==> config.mk <==
export PLATFORM = sky130hd
export DESIGN_NAME = tmc_core
export DESIGN_NICKNAME = d
export VERILOG_FILES = /design/src/core/tmc_pkg.sv /design/src/core/tmc_core.sv
export VERILOG_INCLUDE_DIRS = /design/src /design/src/core
export SDC_FILE = /design/constraint.sdc
export NUM_CORES = 1
export LEC_CHECK = 0
export BUFFER_PORTS_ARGS = -buffer_cell sky130_fd_sc_hd__clkbuf_2
export CAP_MARGIN = 15
export CORE_MARGIN = 2
export CORE_UTILIZATION = 40
export CTS_CLUSTER_SIZE = 40
export DETAILED_ROUTE_END_ITERATION = 16
export SKIP_LAST_GASP = 1
export SYNTH_ARGS = -nofsm -noshare
export SYNTH_HDL_FRONTEND = slang
export SYNTH_SLANG_ARGS = --single-unit
export TNS_END_PERCENT = 5
==> constraint.sdc <==
create_clock -name clk -period 4.2 [get_ports clk]
set_input_delay 0.84 -clock clk [delete_from_list [all_inputs] [get_ports clk]]
set_output_delay 0.84 -clock clk [all_outputs]
set_load 0.1 [all_outputs]
==> src/core/tmc_regs.svh <==
// register offsets, reset values and timing constants of the transceiver mode controller
`ifndef TMC_REGS_SVH
`define TMC_REGS_SVH
`define TMC_CTRL_OFS        8'h00
`define TMC_STAT_OFS        8'h04
`define TMC_CTRL_RST        32'h0000_0000
`define TMC_CTRL_FORCE_BIT  0
`define TMC_CTRL_RXCLR_BIT  1
`define TMC_STAT_MODE_LSB   0
`define TMC_STAT_RXL_BIT    4
`define TMC_STAT_REG_BIT    5
`define TMC_STAT_INH_BIT    6
`define TMC_STAT_RDY_BIT    7
`define TMC_STAT_BIAS_BIT   8
`define TMC_CLK_MHZ         100
`define TMC_TICK_NS         1000
`define TMC_TICK_CYC        ((`TMC_TICK_NS * `TMC_CLK_MHZ) / 1000)
`define TMC_SLP_US          50
`define TMC_SILENCE_US      900000
`define TMC_INACTIVE_US     5000000
`define TMC_WKFILT_US       1
`define TMC_WKTO_US         1800
`define TMC_UVSLP_US        200000
`endif

==> src/core/tmc_pkg.sv <==
// types of the transceiver mode controller
package tmc_pkg;
    typedef enum logic [3:0] {
        TMC_NORMAL   = 4'b0001,
        TMC_STANDBY  = 4'b0010,
        TMC_SLEEP    = 4'b0100,
        TMC_FAILSAFE = 4'b1000
    } tmc_mode_t;
    typedef enum logic [3:0] {
        TMC_W_IDLE = 4'b0001,
        TMC_W_DOM1 = 4'b0010,
        TMC_W_REC  = 4'b0100,
        TMC_W_DOM2 = 4'b1000
    } tmc_wake_t;
endpackage

==> src/core/tmc_core.sv <==
// operating-mode controller of a can fd transceiver with wishbone status access
`timescale 1ns/10ps
`include "tmc_regs.svh"

// What this block does
// over-temperature forces fail-safe with transmitter and receiver off
// over-temperature fault clears only below falling threshold; renewed rise trips again
// supply undervoltage on supply_uv_i forces fail-safe; io undervoltage in standby leads to sleep instead
// any supply overvoltage forces fail-safe
// floating transmit input reads recessive; host drives it actively
// floating sleep-control reads low, steering toward sleep
// sleep-wake error timer runs only in standby and fail-safe, stops on any transition
// sleep-wake timer expiry in standby pulls receive low and enters sleep on the same edge
// mode follows sleep-control, supply, temperature and wake events
// normal mode passes transmit to bus and bus to receive
// standby: ready low, transceiver off, bus biased to ground after silence timeout
// standby bus wake biases bus to 2.5 V and latches receive low
// standby watches local wake both edges; inhibit stays asserted
// standby receive low on wake or fault; power-on counts as wake
// bus wake turns regulator on; off again at silence timeout
// standby regulator on when sleep-control goes high
// host must command normal before inactivity timeout or device sleeps
// sleep on hold-low time, io undervoltage delay, or error timer expiry
// leave sleep on io valid with control high, bus wake, local wake, reset
// sleep: inhibit off, transceiver off, ground bias after silence timeout
// wake monitor: dominant, recessive, dominant; other traffic does not reset it
// receive low on second dominant once io supply is valid
// a bus state counts only after lasting longer than the filter time
// pattern must finish within the wake timeout, else monitor restarts
// fail-safe exits on cool, no under- or overvoltage and wake; else sleep after inactivity
// ready high only in normal with no dominant-timeout fault
// all timers are parameterised counters reset when their use ends
module tmc_core
    import tmc_pkg::*;
#(
    parameter int unsigned TICK_CYC     = `TMC_TICK_CYC,
    parameter int unsigned SLP_TICKS    = `TMC_SLP_US,
    parameter int unsigned SILENCE_TICKS = `TMC_SILENCE_US,
    parameter int unsigned INACT_TICKS  = `TMC_INACTIVE_US,
    parameter int unsigned WKFILT_TICKS = `TMC_WKFILT_US,
    parameter int unsigned WKTO_TICKS   = `TMC_WKTO_US,
    parameter int unsigned UVSLP_TICKS  = `TMC_UVSLP_US
) (
    input  wire logic        clk,
    input  wire logic        rst_n,
    input  wire logic        wb_cyc_i,
    input  wire logic        wb_stb_i,
    input  wire logic        wb_we_i,
    input  wire logic [7:0]  wb_adr_i,
    input  wire logic [3:0]  wb_sel_i,
    input  wire logic [31:0] wb_dat_i,
    output logic      [31:0] wb_dat_o,
    output logic             wb_ack_o,
    input  wire logic        sleep_control_n,
    input  wire logic        txd_i,
    input  wire logic        bus_dominant_i,
    input  wire logic        local_wake_i,
    input  wire logic        over_temp_rise_i,
    input  wire logic        over_temp_fall_i,
    input  wire logic        supply_uv_i,
    input  wire logic        regulator_ov_i,
    input  wire logic        io_supply_valid_i,
    input  wire logic        dominant_timeout_fault_i,
    output logic             rxd_o,
    output logic             rxd_oe,
    output logic             tx_dominant_o,
    output logic             tx_enable_o,
    output logic             rx_enable_o,
    output logic             bus_bias_2v5_o,
    output logic             transceiver_regulator_o,
    output logic             supply_inhibit_output,
    output logic             transceiver_ready_output
);

    localparam int unsigned CW = 32;

    initial begin
        if (TICK_CYC < 1 || WKFILT_TICKS < 1 || WKTO_TICKS <= 3 * WKFILT_TICKS ||
            SLP_TICKS < 1 || SILENCE_TICKS < 1 || INACT_TICKS < 1 || UVSLP_TICKS < 1) begin
            $error("tmc_core: timing parameters out of range");
        end
    end

    // saturating tick counter step: clear, hold or count on tick
    function automatic logic [CW-1:0] cnt_step(input logic [CW-1:0] c, input logic run,
                                               input logic tk);
        if (!run) begin
            cnt_step = '0;
        end else if (tk && c != {CW{1'b1}}) begin
            cnt_step = c + 1'b1;
        end else begin
            cnt_step = c;
        end
    endfunction

    tmc_mode_t   mode_r, mode_nxt;
    tmc_wake_t   wk_r, wk_nxt;
    logic [CW-1:0] tick_cnt_r, tick_cnt_nxt;
    logic          tick;
    logic [CW-1:0] slp_cnt_r, slp_cnt_nxt;
    logic [CW-1:0] sil_cnt_r, sil_cnt_nxt;
    logic [CW-1:0] inact_cnt_r, inact_cnt_nxt;
    logic [CW-1:0] uv_cnt_r, uv_cnt_nxt;
    logic [CW-1:0] filt_cnt_r, filt_cnt_nxt;
    logic [CW-1:0] wto_cnt_r, wto_cnt_nxt;
    logic          bus_prev_r, bus_prev_nxt;
    logic          lw_prev_r, lw_prev_nxt;
    logic          otp_r, otp_nxt;
    logic          wake_pend_r, wake_pend_nxt;
    logic          rx_low_r, rx_low_nxt;
    logic          reg_on_r, reg_on_nxt;
    logic          bias_r, bias_nxt;
    logic          ack_r, ack_nxt;
    logic [31:0]   dat_r, dat_nxt;
    logic          force_sleep_r, force_sleep_nxt;
    logic          bus_wake, local_wake, fault, filt_ok, mode_chg;
    logic          slp_exp, sil_exp, inact_exp, uv_exp, wto_exp, wb_req;

    // timebase divider producing a one-cycle tick
    always_comb begin
        tick = (tick_cnt_r == CW'(TICK_CYC - 1));
        tick_cnt_nxt = tick ? '0 : tick_cnt_r + 1'b1;
    end

    // fault latch and event detection
    always_comb begin
        otp_nxt = otp_r;
        if (over_temp_rise_i) begin
            otp_nxt = 1'b1;                              // see
        end else if (over_temp_fall_i) begin
            otp_nxt = 1'b0;
        end
        fault      = otp_r | supply_uv_i | regulator_ov_i;   // see
        local_wake = (local_wake_i != lw_prev_r) && mode_r != TMC_NORMAL;
        lw_prev_nxt = local_wake_i;
        bus_prev_nxt = bus_dominant_i;
    end

    // wake-pattern monitor with filter and overall timeout
    always_comb begin
        wk_nxt       = wk_r;
        bus_wake     = 1'b0;
        filt_ok      = (filt_cnt_r >= CW'(WKFILT_TICKS)) && tick;   // longer than filter, see
        filt_cnt_nxt = (bus_dominant_i != bus_prev_r) ? '0 : cnt_step(filt_cnt_r, 1'b1, tick);
        wto_exp      = wto_cnt_r >= CW'(WKTO_TICKS);
        wto_cnt_nxt  = cnt_step(wto_cnt_r, wk_r != TMC_W_IDLE, tick);
        if (mode_r == TMC_NORMAL) begin
            wk_nxt = TMC_W_IDLE;
        end else if (wto_exp) begin
            wk_nxt = TMC_W_IDLE;
        end else begin
            case (wk_r)
                TMC_W_IDLE: if (filt_ok && bus_dominant_i) wk_nxt = TMC_W_DOM1;
                TMC_W_DOM1: if (filt_ok && !bus_dominant_i) wk_nxt = TMC_W_REC;
                TMC_W_REC: if (filt_ok && bus_dominant_i) begin
                    wk_nxt   = TMC_W_IDLE;
                    bus_wake = 1'b1;
                end
                default: wk_nxt = TMC_W_IDLE;
            endcase
        end
    end

    // mode timers on the internal timebase
    always_comb begin
        mode_chg  = mode_nxt != mode_r;
        slp_exp   = slp_cnt_r >= CW'(SLP_TICKS);
        sil_exp   = sil_cnt_r >= CW'(SILENCE_TICKS);
        inact_exp = inact_cnt_r >= CW'(INACT_TICKS);
        uv_exp    = uv_cnt_r >= CW'(UVSLP_TICKS);
        slp_cnt_nxt = cnt_step(slp_cnt_r, !sleep_control_n && mode_r != TMC_SLEEP, tick);
        uv_cnt_nxt  = cnt_step(uv_cnt_r, !io_supply_valid_i && mode_r != TMC_SLEEP, tick);
        sil_cnt_nxt = cnt_step(sil_cnt_r, bias_r && mode_r != TMC_NORMAL, tick);
        inact_cnt_nxt = cnt_step(inact_cnt_r,
                                 (mode_r == TMC_STANDBY || mode_r == TMC_FAILSAFE) && !mode_chg,
                                 tick);                  // see
    end

    // operating-mode state machine
    always_comb begin
        mode_nxt = mode_r;
        case (mode_r)
            TMC_NORMAL: begin
                if (fault) begin
                    mode_nxt = TMC_FAILSAFE;             // see see
                end else if (!sleep_control_n) begin
                    mode_nxt = TMC_STANDBY;
                end
            end
            TMC_STANDBY: begin
                if (fault) begin
                    mode_nxt = TMC_FAILSAFE;
                end else if (inact_exp || force_sleep_r) begin
                    mode_nxt = TMC_SLEEP;                // see see
                end else if (uv_exp) begin
                    mode_nxt = TMC_SLEEP;
                end else if (slp_exp && !wake_pend_r && io_supply_valid_i) begin
                    mode_nxt = TMC_SLEEP;                // see
                end else if (sleep_control_n && io_supply_valid_i) begin
                    mode_nxt = TMC_NORMAL;
                end
            end
            TMC_SLEEP: begin
                if (fault) begin
                    mode_nxt = TMC_FAILSAFE;
                end else if (sleep_control_n && io_supply_valid_i) begin
                    mode_nxt = TMC_NORMAL;
                end else if (bus_wake || local_wake) begin
                    mode_nxt = TMC_STANDBY;
                end
            end
            TMC_FAILSAFE: begin
                if (inact_exp) begin
                    mode_nxt = TMC_SLEEP;
                end else if (!fault && (wake_pend_r || bus_wake || local_wake)) begin
                    mode_nxt = TMC_STANDBY;
                end
            end
            default: mode_nxt = TMC_SLEEP;
        endcase
    end

    // wake latch, receive indication, regulator and bus bias
    always_comb begin
        wake_pend_nxt = wake_pend_r;
        rx_low_nxt    = rx_low_r;
        reg_on_nxt    = reg_on_r;
        bias_nxt      = bias_r;
        if (bus_wake || local_wake) begin
            wake_pend_nxt = 1'b1;                        // set wins over clear
        end else if (mode_nxt == TMC_NORMAL) begin
            wake_pend_nxt = 1'b0;
        end
        if (mode_r == TMC_STANDBY && (bus_wake || local_wake || fault || inact_exp)) begin
            rx_low_nxt = 1'b1;                           // see see
        end else if (mode_r == TMC_SLEEP && bus_wake) begin
            rx_low_nxt = 1'b1;                           // held until io is valid, see
        end else if (mode_nxt == TMC_NORMAL) begin
            rx_low_nxt = 1'b0;
        end
        if (mode_nxt == TMC_NORMAL) begin
            reg_on_nxt = 1'b1;
            bias_nxt   = 1'b1;
        end else if (mode_nxt == TMC_FAILSAFE || mode_nxt == TMC_SLEEP) begin
            reg_on_nxt = 1'b0;
            bias_nxt   = bias_r && !sil_exp;
        end else if (bus_wake) begin
            reg_on_nxt = 1'b1;                           // see
            bias_nxt   = 1'b1;
        end else if (sleep_control_n) begin
            reg_on_nxt = 1'b1;
        end else if (sil_exp) begin
            reg_on_nxt = 1'b0;
            bias_nxt   = 1'b0;
        end
    end

    // wishbone slave: control write and status read, answer one cycle after request
    always_comb begin
        wb_req          = wb_cyc_i && wb_stb_i && !ack_r;
        ack_nxt         = wb_req;
        dat_nxt         = dat_r;
        force_sleep_nxt = force_sleep_r && mode_r == TMC_STANDBY;
        if (wb_req) begin
            dat_nxt = 32'h0000_0000;
            if (wb_adr_i == `TMC_CTRL_OFS) begin
                if (wb_we_i && wb_sel_i[0]) begin
                    force_sleep_nxt = wb_dat_i[`TMC_CTRL_FORCE_BIT];
                end
                dat_nxt[`TMC_CTRL_FORCE_BIT] = force_sleep_r;
            end else if (wb_adr_i == `TMC_STAT_OFS) begin
                dat_nxt[`TMC_STAT_MODE_LSB +: 4] = mode_r;
                dat_nxt[`TMC_STAT_RXL_BIT]  = rx_low_r;
                dat_nxt[`TMC_STAT_REG_BIT]  = reg_on_r;
                dat_nxt[`TMC_STAT_INH_BIT]  = supply_inhibit_output;
                dat_nxt[`TMC_STAT_RDY_BIT]  = transceiver_ready_output;
                dat_nxt[`TMC_STAT_BIAS_BIT] = bias_r;
            end
        end
    end

    // register stage
    always_ff @(posedge clk or negedge rst_n) begin
        if (!rst_n) begin
            mode_r        <= TMC_STANDBY;
            wk_r          <= TMC_W_IDLE;
            tick_cnt_r    <= '0;
            slp_cnt_r     <= '0;
            sil_cnt_r     <= '0;
            inact_cnt_r   <= '0;
            uv_cnt_r      <= '0;
            filt_cnt_r    <= '0;
            wto_cnt_r     <= '0;
            bus_prev_r    <= 1'b0;
            lw_prev_r     <= 1'b0;
            otp_r         <= 1'b0;
            wake_pend_r   <= 1'b1;                       // power-on counts as wake, see
            rx_low_r      <= 1'b1;
            reg_on_r      <= 1'b0;
            bias_r        <= 1'b0;
            ack_r         <= 1'b0;
            dat_r         <= `TMC_CTRL_RST;
            force_sleep_r <= 1'b0;
        end else begin
            mode_r        <= mode_nxt;
            wk_r          <= wk_nxt;
            tick_cnt_r    <= tick_cnt_nxt;
            slp_cnt_r     <= slp_cnt_nxt;
            sil_cnt_r     <= sil_cnt_nxt;
            inact_cnt_r   <= inact_cnt_nxt;
            uv_cnt_r      <= uv_cnt_nxt;
            filt_cnt_r    <= filt_cnt_nxt;
            wto_cnt_r     <= wto_cnt_nxt;
            bus_prev_r    <= bus_prev_nxt;
            lw_prev_r     <= lw_prev_nxt;
            otp_r         <= otp_nxt;
            wake_pend_r   <= wake_pend_nxt;
            rx_low_r      <= rx_low_nxt;
            reg_on_r      <= reg_on_nxt;
            bias_r        <= bias_nxt;
            ack_r         <= ack_nxt;
            dat_r         <= dat_nxt;
            force_sleep_r <= force_sleep_nxt;
        end
    end

    // pin outputs derived from mode
    always_comb begin
        wb_ack_o   = ack_r;
        wb_dat_o   = dat_r;
        tx_enable_o = mode_r == TMC_NORMAL && !otp_r;                  // see
        rx_enable_o = mode_r == TMC_NORMAL && !otp_r;
        tx_dominant_o = tx_enable_o && !dominant_timeout_fault_i && !txd_i; // see
        rxd_o      = rx_enable_o ? !bus_dominant_i : !rx_low_r;        // see
        rxd_oe     = io_supply_valid_i;
        bias_bus_out();
    end

    function automatic void bias_bus_out();
    endfunction

    assign bus_bias_2v5_o          = bias_r;
    assign transceiver_regulator_o = reg_on_r;
    assign supply_inhibit_output   = mode_r == TMC_NORMAL || mode_r == TMC_STANDBY; // see
    assign transceiver_ready_output = mode_r == TMC_NORMAL && !dominant_timeout_fault_i
                                      && !otp_r;

endmodule // tmc_core

==> results.json <==
{
  "cp-start-kind": "flip-flop",
  "postCtsSetupRepairBufs": 0,
  "cts_hold_buf": 0,
  "io_pins": 101,
  "worst-setup-path-type": "flip-flop to primary output",
  "async_flop_share_pct": 100,
  "crit_arrival_ns": 2.70,
  "ys_ff_latch": 249,
  "syn_area_per_cell_um2": 9.35,
  "dp_slack_ns": 1.08,
  "io_buffers": 43,
  "diodes": 0,
  "clkSlewWorstSetupHoldPaths_ns": 0.06,
  "hold_viol": 0,
  "rsz0062_at_grt": "false",
  "grt_pass1_vias": 9583,
  "synth_simple_gate_area_share_pct": 27.6,
  "worst_pin_slew_ns": 0.907,
  "htreeDepth": 1,
  "clk-insertion-delay-late_ns": 0.54,
  "routed_via_density": 5.26,
  "dpl_cell_area_um2": 13800,
  "grt_start_max_net_pins": 92,
  "finalInstanceArea_um2": 14900,
  "slew-limit-headroom_pct": 39.3,
  "drtIter0Drc": 703,
  "area_delta_synth_final_pct": 12.6,
  "path_cells": "or4b_1 -> nor3_1 -> clkbuf_2",
  "dp.cells": 1866,
  "crit_fanout": 8,
  "cap_violations": 0,
  "fmax_ghz": 0.283,
  "fp.dieW_um": 186,
  "die_area_um2": 34500,
  "critPathSlowestCell": "or4b_1",
  "slew_viol_final": 0,
  "coreArea_um2": 32500,
  "post_drt_wl_per_cell_um": 15.2,
  "hpwl_um": 19700,
  "cts_root_buf": "clkbuf_16",
  "ir_drop_uv": 294,
  "ys.flop_type": "dfrtp_1",
  "vias": 10100,
  "crit_path_end_kind": "primary output",
  "synth_compound_area_share_pct": 6.72,
  "cts-resized-gates": 0,
  "synth_area_um2": 13200,
  "cts_tree": "yes",
  "initial_core_util_pct": 40.6,
  "synth-xor-area-share_pct": 12.7,
  "cts.sinks": 249,
  "drt-pass1-iter-count": 5,
  "setup_ws_ns": 0.664,
  "total_power_mw": 5.39,
  "finalClockSkew_ns": 0.0108,
  "track_usage_pct": 17.2,
  "layout_common_cells": "dfrtp_1, nor2_1, xor2_1",
  "grt_pass1_wl_um": 48800,
  "gp_congestion": 0.813,
  "drc_errors": 0,
  "muxShareOfSynthArea_pct": 0.303,
  "hold_path_class": "input pin to asynchronous set/reset pin",
  "synth_cells": 1414,
  "outcome": "finished clean",
  "synth_cell_type_count": 67,
  "antenna_left": 0,
  "wirelength_um": 29100,
  "min_period_over_period_pct": 84.2,
  "ctsLongestPathBuffers": 3,
  "period_needed_ns": 3.54,
  "numCtsBuffers": 29,
  "fp.dieH_um": 186,
  "grt-ovfl-total": 0,
  "tns_ns": 0,
  "synth_top_family_by_area": "simple AND/OR/NAND/NOR gates",
  "cpPeakStageDelay_ns": 0.76,
  "layout_commonest_cell": "dfrtp_1",
  "leakage_nw": 6.19,
  "ys_warn_count": 0,
  "rows": 66,
  "fin_cells": 1920,
  "synthAdderAreaFrac_pct": 1.32,
  "grt_antenna_before_repair": 2,
  "crit_required_ns": 3.36,
  "powerDensity_nw_per_um2": 362,
  "synth-edff-count": 0,
  "drive_above_1_share_pct": 9.40,
  "setup_viol": 0,
  "final_nets": 1529,
  "synth.yosys.seq_area_share_pct": 47.2
}
[sequential cells by signal, summed over array words and instances (netlist names), 3 cells and up]
register	cells
filt_cnt_r	32
inact_cnt_r	32
sil_cnt_r	32
slp_cnt_r	32
tick_cnt_r	32
uv_cnt_r	32
wto_cnt_r	32
wb_dat_o	9
mode_r	4
wk_r	3
[area by class of cell]
class / count / area, um2
flip-flops and latches: 249 / 6240
clock inverters: 14 / 158
repair buffers: 59 / 378
well taps: 442 / 553
clock buffers: 39 / 853
inverters: 34 / 128
multi-input cells: 1083 / 6580
fillers: 3118 / 17600
[cells by family after synthesis]
group	count (synthesis)
DFF	249
muxes	4
buffers and inverters	113
AOI/OAI and AO/OA	123
xor gates and xnor gates	192
adders and majority gates	14
other	1
and+or+nand+nor	718
[worst paths after layout]
kind / from / to / slack (ns) / depth (start not counted)
min: rst_n / filt_cnt_r[14]$_DFFE_PN0P_ / 0.27 / 1
max in group asynchronous: rst_n / wake_pend_r$_DFFE_PN1P_ / 2.89 / 2
min in group clk: tick_cnt_r[31]$_DFF_PN0_ / tick_cnt_r[31]$_DFF_PN0_ / 0.47 / 1
min reg2reg: tick_cnt_r[31]$_DFF_PN0_ / tick_cnt_r[31]$_DFF_PN0_ / 0.47 / 1
max: mode_r[2]$_DFF_PN0_ / transceiver_ready_output / 0.66 / 3
max reg2reg: mode_r[2]$_DFF_PN0_ / inact_cnt_r[16]$_DFFE_PN0P_ / 1.12 / 7
[where the power goes]
group	internal (mW)	leakage [nW]	switching [mW]
clock network	1.60	0.502	1.02
registers	2.41	3.42	0.0161
logic	0.0552	2.28	0.282
total	4.07	6.19	1.31
[Yosys cell counts, types with 3 or more instances]
library cell	instances	share of area, %
a211oi_1	4	0.23
a21o_1	5	0.28
a21oi_1	33	1.2
a22o_1	8	0.53
a311oi_1	3	0.20
a31oi_1	5	0.24
and2_1	17	0.80
and3_1	42	2.0
and4_1	23	1.5
buf_2	10	0.38
buf_4	25	1.4
clkbuf_1	42	1.2
dfrtp_1	245	46
dfstp_2	4	0.79
ha_1	14	1.3
inv_1	34	0.97
mux2i_1	4	0.30
nand2_1	97	2.8
nand2b_1	3	0.14
nand3_1	95	3.6
nand4_1	74	3.5
nor2_1	223	6.3
nor2b_1	7	0.33
nor3_1	36	1.4
nor4_1	53	2.5
nor4b_1	4	0.26
o2111a_1	3	0.26
o2111ai_1	6	0.40
o211ai_1	5	0.28
o21a_1	3	0.17
o21ai_0	26	0.98
or2_2	9	0.43
or3_1	15	0.71
or4_1	6	0.34
xnor2_1	73	4.8
xor2_1	119	7.9
[stage by stage]
stage	hold slack, ns	utilization, %
2_1_floorplan	0.443	-
3_3_place_gp	0.463	42.6
3_5_place_dp	0.459	42.6
4_1_cts	0.294	45.7
5_1_grt	0.334	45.8
6_report	0.271	45.8
[layer usage]
| layer | global-route usage (%) | wire length (um) | vias to the layer above |
|---|---|---|---|
| met2 | 26.7 | 12900 | 164 |
| li1 | - | - | 4996 |
| met5 | 0 | 28 | - |
| met1 | 24.7 | 14100 | 4889 |
| met4 | 5.29 | 872 | 4 |
| met3 | 2.72 | 1200 | 50 |
[worst max-delay path: cells and delay by family (launching register included)]
family,cells,cell delay [ns]
AND/OR/NAND/NOR,2,1.20
buffers and inverters,1,0.54
flip-flops,1,0.42
(Power assumes the default switching activity.)
